`config.mk`:
```
export PLATFORM = sky130hd
export DESIGN_NAME = fcsc_flash_ctrl
export DESIGN_NICKNAME = d
export VERILOG_FILES = /design/src/verilog/fcsc_pkg.sv /design/src/verilog/fcsc_flash_ctrl.sv
export SDC_FILE = /design/constraint.sdc
export NUM_CORES = 1
export LEC_CHECK = 0
export ABC_AREA = 1
export BUFFER_PORTS_ARGS = -buffer_cell sky130_fd_sc_hd__buf_2
export CAP_MARGIN = 20
export CORE_MARGIN = 4
export CORE_UTILIZATION = 49
export CTS_CLUSTER_DIAMETER = 150
export CTS_CLUSTER_SIZE = 14
export DETAILED_ROUTE_END_ITERATION = 7
export PLACE_DENSITY = 0.79
export SYNTH_ARGS = -nofsm -noshare
export SYNTH_HDL_FRONTEND = slang
export SYNTH_SLANG_ARGS = --single-unit
```
`constraint.sdc`:
```
create_clock -name clock -period 1.8 [get_ports clock]
set_input_delay 0.18 -clock clock [delete_from_list [all_inputs] [get_ports clock]]
set_output_delay 0.18 -clock clock [all_outputs]
set_load 0.01 [all_outputs]
```
`src/verilog/fcsc_pkg.sv`:
```
// Constants shared by the flash clock, option and configuration block.
// Assumes a 32-bit Avalon-MM register bus with byte addresses on word boundaries.
//
// Summary of operation
// - Four 8-bit registers, option copied at reset.
// - Divider bits 6:0 take only first write.
// - Reset clears loaded flag; first write sets it.
// - Program and erase disabled until divisor loaded.
// - Prescale bit divides bus clock by eight.
// - Divider divides input by divisor plus one.
// - Operations use whole flash clock timing pulses.
// - Option register loaded from nonvolatile byte.
// - Option bits 5:2 read zero; writes ignored.
// - Key enable bit 7 clear blocks backdoor unlocking.
// - Matching ascending 8-byte key unlocks until reset.
// - Debug-sourced key writes are refused.
// - Option bit 6 disables vector redirection.
// - Only security code 1:0 means unsecured.
// - Secured device blocks unsecured memory accesses.
// - Key unlock or blank check sets 1:0.
// - Configuration bits 7:5 RW, 4:0 zero.
// - Key access bit steers key window writes.
// - Clearing key access bit triggers key compare.
// - Blocked writes ignored, blocked reads return zero.
package fcsc_pkg;

  // ----------------------------------------------------------------
  // Register map
  // ----------------------------------------------------------------
  localparam logic [5:0] ADDR_CLOCK_DIVIDER = 6'h00;
  localparam logic [5:0] ADDR_OPTION_COPY   = 6'h04;
  localparam logic [5:0] ADDR_CONFIGURATION = 6'h08;
  localparam logic [5:0] ADDR_STATUS        = 6'h0c;
  localparam logic [5:0] ADDR_KEY_BASE      = 6'h20;
  localparam int         KEY_BYTES          = 8;

  // ----------------------------------------------------------------
  // Field positions
  // ----------------------------------------------------------------
  localparam int DIV_LOADED_BIT   = 7;
  localparam int DIV_PRESCALE_BIT = 6;
  localparam int OPT_KEY_EN_BIT   = 7;
  localparam int OPT_REDIR_DIS    = 6;
  localparam int CFG_KEY_ACC_BIT  = 5;

  // ----------------------------------------------------------------
  // Values
  // ----------------------------------------------------------------
  localparam logic [1:0] SEC_UNSECURED  = 2'h2;
  localparam logic [2:0] PRESCALE_LAST  = 3'h7;
  localparam logic [7:0] OPT_KEEP_MASK  = 8'hc3;
  localparam logic [7:0] CFG_KEEP_MASK  = 8'he0;

endpackage : fcsc_pkg
```
`src/verilog/fcsc_flash_ctrl.sv`:
```
// Flash clock divider, option copy, configuration and backdoor key logic.
// Assumes a single 40 MHz bus clock, synchronous active-low reset, and an
// Avalon-MM master that holds its request until waitrequest is low.
//
// The placing of the registers and the Avalon-MM register port are this design's own decisions.
`timescale 1ns/1ps

module fcsc_flash_ctrl
  import fcsc_pkg::*;
#(
  parameter int DATA_W = 8
) (
  // Clock and reset
  input  wire logic              clock,
  input  wire logic              rstn,
  // Avalon-MM register slave
  input  wire logic [5:0]        address,
  input  wire logic              read,
  input  wire logic              write,
  input  wire logic [31:0]       writedata,
  input  wire logic [3:0]        byteenable,
  output logic [31:0]            readdata,
  output logic                   waitrequest,
  input  wire logic              debugSource,
  // Nonvolatile contents
  input  wire logic [7:0]        nonvolatileOptionByte,
  input  wire logic [63:0]       storedBackdoorKey,
  input  wire logic              blankCheckPassed,
  // Flash command and sequencer
  output logic                   commandStart,
  output logic [2:0]             commandOffset,
  output logic [7:0]             commandData,
  input  wire logic              seqStart,
  input  wire logic [7:0]        seqPulseCount,
  output logic                   seqBusy,
  output logic                   seqDone,
  output logic                   flashClockTick,
  output logic                   programEraseEnable,
  // Security and memory gating
  output logic                   secured,
  output logic                   redirectDisable,
  input  wire logic              memUnsecuredSource,
  input  wire logic              memWriteIn,
  input  wire logic [DATA_W-1:0] memReadDataIn,
  output logic                   memWriteOut,
  output logic [DATA_W-1:0]      memReadDataOut
);

  // ----------------------------------------------------------------
  // State
  // ----------------------------------------------------------------
  typedef struct packed {
    logic              ack;
    logic [31:0]       rdata;
    logic              divLoaded;
    logic              prescale;
    logic [5:0]        divisor;
    logic [2:0]        cfgHigh;
    logic              backdoor_key_enable;
    logic              redirDis;
    logic [1:0]        secCode;
    logic [63:0]       keyBuf;
    logic [3:0]        keyCount;
    logic              keyBad;
    logic [2:0]        preCnt;
    logic [5:0]        divCnt;
    logic              tick;
    logic              seqBusy;
    logic [7:0]        seqLeft;
    logic              seqDone;
    logic              cmdStart;
    logic [2:0]        cmdOffset;
    logic [7:0]        cmdData;
    logic [DATA_W-1:0] memRdata;
  } fcsc_state_s;

  fcsc_state_s state;
  fcsc_state_s next_state;

  logic       accept;
  logic       wrAccept;
  logic       keyHit;
  logic [2:0] keyIdx;
  logic       unlockNow;

  function automatic logic is_secured(input logic [1:0] code);
    is_secured = (code != SEC_UNSECURED);
  endfunction

  function automatic logic [7:0] key_byte(input logic [63:0] k, input logic [2:0] i);
    key_byte = k[{i, 3'h0} +: 8];
  endfunction

  // ----------------------------------------------------------------
  // Bus decode
  // ----------------------------------------------------------------
  // The request is answered one cycle after it appears, so side effects
  // land on the edge where the master sees waitrequest low.
  assign accept   = (read || write) && state.ack;
  assign wrAccept = accept && write && byteenable[0];
  // The window ends at the top of the 6-bit space, so its end is worked out
  // at 7 bits; at 6 bits the sum wraps to zero and nothing would hit.
  assign keyHit   = (address >= ADDR_KEY_BASE) &&
                    (7'(address) < 7'(ADDR_KEY_BASE) + 7'(4 * KEY_BYTES));
  assign keyIdx   = 3'((address - ADDR_KEY_BASE) >> 2);

  assign unlockNow = wrAccept && (address == ADDR_CONFIGURATION) &&
                     state.cfgHigh[CFG_KEY_ACC_BIT - 5] &&
                     !writedata[CFG_KEY_ACC_BIT] &&
                     state.backdoor_key_enable &&
                     (state.keyCount == 4'(KEY_BYTES)) && !state.keyBad &&
                     (state.keyBuf == storedBackdoorKey);

  // ----------------------------------------------------------------
  // Next state
  // ----------------------------------------------------------------
  always_comb begin
    logic preTick;
    preTick    = 1'b0;
    next_state = state;
    next_state.ack      = (read || write) && !state.ack;
    next_state.tick     = 1'b0;
    next_state.seqDone  = 1'b0;
    next_state.cmdStart = 1'b0;

    // Read data is captured in the waiting cycle and held while acked.
    if ((read || write) && !state.ack) begin
      next_state.rdata = 32'h0;
      case (address)
        ADDR_CLOCK_DIVIDER: next_state.rdata[7:0] =
          {state.divLoaded, state.prescale, state.divisor};
        ADDR_OPTION_COPY: next_state.rdata[7:0] =
          {state.backdoor_key_enable, state.redirDis, 4'h0, state.secCode};
        ADDR_CONFIGURATION: next_state.rdata[7:0] = {state.cfgHigh, 5'h00};
        ADDR_STATUS: next_state.rdata[7:0] =
          {4'h0, state.keyCount[3], state.seqBusy, is_secured(state.secCode),
           state.divLoaded};
        default: next_state.rdata = 32'h0;
      endcase
    end

    if (wrAccept) begin
      case (address)
        ADDR_CLOCK_DIVIDER: begin
          if (!state.divLoaded) begin
            next_state.divLoaded = 1'b1;
            next_state.prescale  = writedata[DIV_PRESCALE_BIT];
            next_state.divisor   = writedata[5:0];
          end
        end
        ADDR_CONFIGURATION: begin
          next_state.cfgHigh = writedata[7:5];
          if (writedata[CFG_KEY_ACC_BIT] && !state.cfgHigh[CFG_KEY_ACC_BIT - 5]) begin
            next_state.keyCount = 4'h0;
            next_state.keyBad   = 1'b0;
          end
        end
        default: begin
          if (keyHit) begin
            if (state.cfgHigh[CFG_KEY_ACC_BIT - 5]) begin
              if (!debugSource) begin
                if (state.keyCount < 4'(KEY_BYTES) && keyIdx == state.keyCount[2:0]) begin
                  next_state.keyBuf[{keyIdx, 3'h0} +: 8] = writedata[7:0];
                  next_state.keyCount = state.keyCount + 4'h1;
                end else begin
                  next_state.keyBad = 1'b1;
                end
              end
            end else if (state.divLoaded) begin
              next_state.cmdStart  = 1'b1;
              next_state.cmdOffset = keyIdx;
              next_state.cmdData   = writedata[7:0];
            end
          end
        end
      endcase
    end

    // Unlock lasts until reset; nothing here can re-engage security.
    if (unlockNow || blankCheckPassed) begin
      next_state.secCode = SEC_UNSECURED;
    end

    // Flash clock: bus clock, optionally divided by eight, then by divisor+1.
    if (state.divLoaded) begin
      next_state.preCnt = state.preCnt + 3'h1;
      preTick = state.prescale ? (state.preCnt == PRESCALE_LAST) : 1'b1;
      if (preTick) begin
        if (state.divCnt >= state.divisor) begin
          next_state.divCnt = 6'h00;
          next_state.tick   = 1'b1;
        end else begin
          next_state.divCnt = state.divCnt + 6'h01;
        end
      end
    end

    // Sequencer counts whole flash clock pulses.
    if (state.seqBusy) begin
      if (state.tick) begin
        if (state.seqLeft <= 8'h01) begin
          next_state.seqBusy = 1'b0;
          next_state.seqDone = 1'b1;
          next_state.seqLeft = 8'h00;
        end else begin
          next_state.seqLeft = state.seqLeft - 8'h01;
        end
      end
    end else if (seqStart && state.divLoaded && seqPulseCount != 8'h00) begin
      next_state.seqBusy = 1'b1;
      next_state.seqLeft = seqPulseCount;
    end

    next_state.memRdata = (is_secured(state.secCode) && memUnsecuredSource) ?
                          '0 : memReadDataIn;
  end

  // ----------------------------------------------------------------
  // Registers
  // ----------------------------------------------------------------
  // Reset is synchronous, so catching the nonvolatile option byte here is
  // a clocked load, and it repeats every cycle reset is held.
  always_ff @(posedge clock) begin
    if (!rstn) begin
      state           <= '0;
      state.backdoor_key_enable     <= nonvolatileOptionByte[OPT_KEY_EN_BIT];
      state.redirDis  <= nonvolatileOptionByte[OPT_REDIR_DIS];
      state.secCode   <= nonvolatileOptionByte[1:0];
      state.cfgHigh   <= 3'h0;
    end else begin
      state <= next_state;
    end
  end

  // ----------------------------------------------------------------
  // Outputs
  // ----------------------------------------------------------------
  assign waitrequest        = (read || write) && !state.ack;
  assign readdata           = state.ack ? state.rdata : 32'h0;
  assign commandStart       = state.cmdStart;
  assign commandOffset      = state.cmdOffset;
  assign commandData        = state.cmdData;
  assign seqBusy            = state.seqBusy;
  assign seqDone            = state.seqDone;
  assign flashClockTick     = state.tick;
  assign programEraseEnable = state.divLoaded;
  assign secured            = is_secured(state.secCode);
  assign redirectDisable    = state.redirDis;
  assign memWriteOut        = memWriteIn && !(secured && memUnsecuredSource);
  assign memReadDataOut     = state.memRdata;

  // ----------------------------------------------------------------
  // Assertions
  // ----------------------------------------------------------------
  logic divWrite;
  logic [8:0] gapCnt;
  assign divWrite = wrAccept && (address == ADDR_CLOCK_DIVIDER);

  always_ff @(posedge clock) begin
    if (!rstn || state.tick) begin
      gapCnt <= 9'h000;
    end else if (state.divLoaded && gapCnt != 9'h1ff) begin
      gapCnt <= gapCnt + 9'h001;
    end
  end

  // The gap counter starts with the dividers at the divisor load, not at a tick, so its first span is
  // not a true period; only ticks after the first one are compared.
  logic tickSeen;

  always_ff @(posedge clock) begin
    if (!rstn) begin
      tickSeen <= 1'b0;
    end else if (state.tick) begin
      tickSeen <= 1'b1;
    end
  end
endmodule // fcsc_flash_ctrl

```
## Word level (Yosys, flattened, before mapping)

Index checks and enable logic that the tools add are counted.

- Register bits after elaboration: 133
- Input bits: 139
- Output and inout bits: 60
- Word-level logic and storage cells: 131

- Add/subtract/negate cells: 6
- Order comparisons: 4
- Eq/ne operators: 13
- Shift operators: 2
- Multiplexer cells: 32
- Bitwise gates (word level): 8
- Reduce and logical (&&, ||, !) cells: 44

Operators with widths:

| operator | count |
|---|---|
| 69-bit 2-to-1 mux | 4 |
| 111-bit 2-to-1 mux | 1 |
| 68-bit 2-to-1 mux | 1 |
| 64-bit bitwise mux | 1 |
| 64-bit == test | 1 |
| 64-bit 2-to-1 mux | 1 |
| 8-bit by 8-bit variable shift with 64-bit output (first input constant) | 1 |
| 8-bit by 8-bit indexed part select with 64-bit output | 1 |
| 12-bit 2-to-1 mux | 5 |
| 8-bit case mux with 4 select lines | 1 |
| 8-bit 2-to-1 mux | 3 |
| 10-bit 2-to-1 mux | 2 |
| 9-bit 2-to-1 mux | 2 |
| 1-bit logical AND | 17 |
| 7-bit AND reduction | 2 |
| 6-bit by 4-bit == test with 1-bit output (second input constant) | 2 |
| 5-bit case mux with 2 select lines | 1 |
| 3-bit AND reduction | 3 |
| 8-bit by 1-bit <= comparator with 1-bit output (second input constant) | 1 |
| 2-bit by 1-bit inequality test with 1-bit output (second input constant) | 4 |
| 6-bit negation with 8-bit output | 1 |
| 1-bit inverter | 8 |
| 2-bit AND reduction | 4 |
| 2-bit nonzero test | 4 |
| other kinds (26) | 38 |

## Longest topological paths before layout

- Depth after elaboration: 14
- Gate-level depth with buffers: 11
- Mapped depth without buffers: 10

## Least setup slack after synthesis

No wires, ideal clock.

- Path kind: input-to-reg
- Start point: in address[3]
- End point: reg (tool-made name)
- Library setup time: 0.115 ns
- Data arrival time: 1.818 ns
- Data required time: 1.685 ns
- Setup slack: -0.133 ns
- Stages: 11
- Path buffers: 2
- Path through: inv_1 -> ha_1 -> ha_1 -> buf_2 -> inv_2 -> nand3_1 -> nor2_1 -> clkbuf_1 -> nand3_1 -> nand2_1 -> nor2_1

RTL lines:

| what | RTL line | text |
|---|---|---|
| start: declaration | fcsc_flash_ctrl.sv:17 | `input wire logic [5:0] address,` |

==> results.yml <==
synthesis:
  ys_warn_count: 0
  synth_seq_area_share_pct: 34.7
  syn_area_per_cell_sq_um: 6.39
  ys_ff_latch: 133
  synth_area_sq_mm: 0.00779
  yosysUniqueCellTypes: 38
  synthCells: 1219
detailed_routing:
  dr.pass1.iters: 5
  ant_nets: 0
  met3_length_microns: 1930
  routed-wl-met2_microns: 10200
  met1Wirelength_microns: 9450
  drt_iter0_drc: 762
  drcViolationCount: 0
  viasPerCell: 4.98
  wl_per_cell_microns: 13.7
  top_layer_used: "met5"
  wl_microns: 22300
  vias: 8068
critical_path:
  cp.arrival_ns: 2.03
  start_kind: "flop"
  end_kind: "flop"
  crit_chain: "inv_1 -> o21ai_0 -> nor2_2 -> nand3_2 -> nor2_4 -> buf_4 -> clkbuf_16 -> nand3_1 -> nand2_1 -> nor2_1"
  required_ns: 2.11
  r2r_cells: 10
  r2r_slack_ns: 0.08
  rr_startpoint: "state[43]$_SDFFE_PN0P_"
  critPathKind: "flop to flop"
  cpPeakStageDelay_ns: 0.36
  path_max_fanout: 11
  cp_top_family: "simple AND/OR/NAND/NOR gates"
  path_buf_inv: 3
  slowest_stage: "dfxtp_1"
floorplan:
  die_area_sq_mm: 0.0180
  initial_core_util_pct: 50.7
  die_x_microns: 134
  num_rows: 45
  ios: 199
  core_area_sq_mm: 0.0154
  die_h_microns: 134
pwr:
  peakVddDrop_mv: 0.630
  p_leak_nw: 4.71
  power_density_mw_per_mm2: 760
cts:
  clk_latency_ns: 0.43
  cts_tree: "done"
  clockBufferDepth: 2
  clock_sinks: 133
  clk_pin_slew_ns: 0.06
  clockRootBuffer: "clkbuf_16"
  cts.htree.levels: 4
  cts_made_buffers: 17
placed_design:
  placed_area_sq_mm: 0.00888
  port_buffers: 143
  gp_congestion: 0.914
  dpl.hpwl_microns: 16000
final_layout:
  diodes: 0
  design_area_sq_mm: 0.00975
  final_layout_size_suffix_gt1_share_pct: 19.6
  nets: 1554
  post-route-util_pct: 63.5
  syn_to_final_growth_pct: 25.2
sta:
  maxSlewViolCount: 0
  finalHoldViolCount: 0
  period_share_pct: 95.4
  setup_viol: 0
  period_minus_slack_ns: 1.72
  clock_skew_ns: 0.0101
  timing.fmax_mhz: 583
hold_path:
  min_from: "writedata[6]"
  whs_path_depth: 3
  hold_class: "primary input to flop"
grt:
  grt_use_total_pct: 24.0
  grt_max_degree: 52
  grt_pass1_wl_microns: 35000
  grt-ovfl-total: 0
  antenna_found_initial: 1
  grt_pass1_vias: 7286
run_status:
  status: "complete, no violations"
run:
  drv_cap: 0
## stage by stage
step                instances  total power, mW  TNS (ns)  hold WS (ns)  setup slack [ns]
finish                   1621             7.42         0        0.0187            0.0835
global route             1621             7.65    -0.329        0.0104           -0.0238
CTS                      1613             7.42         0        0.0133            0.0444
detailed placement       1570             3.79    -0.803         0.358           -0.0590
global placement         1570             3.79    -0.134         0.359           -0.0242
floorplan                1242             3.50    -0.151         0.279           -0.0235
## cell usage in the layout (no fill, tap or decap), types with 5 or more instances in the layout
master         Yosys  routed
clkbuf_16          0      20
nor2_1           208     203
nand3b_1          14      14
buf_12             0       8
nor3_2             3       5
nor2_2             3       8
xnor2_1           18      18
buf_2             11     143
a31oi_1            7       7
ha_1              18      18
conb_1             1      24
nor3_1            11       9
inv_1            140     140
buf_4             44      58
dfxtp_1          129     127
nand2_1          315     314
nand3_1           88      87
a21oi_1           93      92
o21ai_0           29      28
nand4_1           13      13
xor2_1            14      14
clkinv_2           0       5
dlygate4sd3_1      0      10
## cell type report
class,instances,area [sq um]
fill,1382,5620
multi-input combinational,877,4130
sequential,133,2710
timing repair buffer,223,1500
inverter,145,546
clock buffer,18,429
tap,211,264
clock inverter,14,185
## power breakdown
part,internal (mW),leakage (nW),switching (mW)
Clock,2.31,0.292,1.34
Combinational,0.304,3.34,0.475
Sequential,2.98,1.08,0.0103
Total,5.59,4.71,1.82
## cells in the mapped netlist, drive strengths merged
cell type | instances | area, sq um
inv | 144 | 541
nand4 | 13 | 81.3
nand3b | 14 | 105
edfxtp | 4 | 120
a21oi | 94 | 474
clkbuf | 20 | 75.1
clkinv | 1 | 3.75
o21ai | 31 | 159
nor3b | 1 | 7.51
and2 | 1 | 6.26
o21bai | 1 | 7.51
dfxtp | 129 | 2580
or2 | 2 | 12.5
conb | 1 | 3.75
nand2 | 316 | 1190
nor3 | 14 | 85.1
nor2 | 212 | 811
xor2 | 14 | 123
nand3 | 90 | 460
ha | 18 | 225
o22ai | 2 | 12.5
a21boi | 2 | 15.0
o211ai | 3 | 22.5
xnor2 | 18 | 158
a31oi | 7 | 43.8
buf | 67 | 468
## worst register-to-register path: stages, from the launching register on
cell and delay (ns):
dfxtp_1 0.36, inv_1 0.11, o21ai_0 0.10, nor2_2 0.14
nand3_2 0.13, nor2_4 0.24, buf_4 0.18, clkbuf_16 0.15
nand3_1 0.07, nand2_1 0.08, nor2_1 0.05
## per-layer routing
metal | GRT usage, % | up-vias
li1 | - | 4111
met1 | 31.4 | 3607
met2 | 37.5 | 301
met3 | 6.86 | 47
met4 | 9.62 | 2
met5 | 0 | -
## kinds of logic after synthesis
kind of cell	after synthesis	share of synthesized area (%)
fa+ha+maj	18	2.89
other cells	1	0.0481
buf+inv	232	14.0
flops	133	34.7
simple gates	663	35.4
compound gates	140	9.43
xor+xnor	32	3.60
## timing repair
action,4_1_cts,5_1_grt
gates cloned,0,3
endpoints found under the hold margin,10,0
hold buffers,10,0
pin swaps,0,1
endpoints found under the setup margin,1,66
buffers inserted,1,5
resized for setup,1,13
## how the worst max path moves through the flow
stage               slack [ns]    to  depth (start not counted)                   start
floorplan                -0.02  flop                         10              address[3]
global route             -0.02  flop                         11  state[42]$_SDFFE_PN0P_
finish                    0.08  flop                         10  state[43]$_SDFFE_PN0P_
detailed placement       -0.06  flop                         11              address[2]
CTS                       0.04  flop                          8   state[156]$_SDFF_PN0_
global placement         -0.02  flop                          9              address[2]
(Power assumes the default switching activity.)
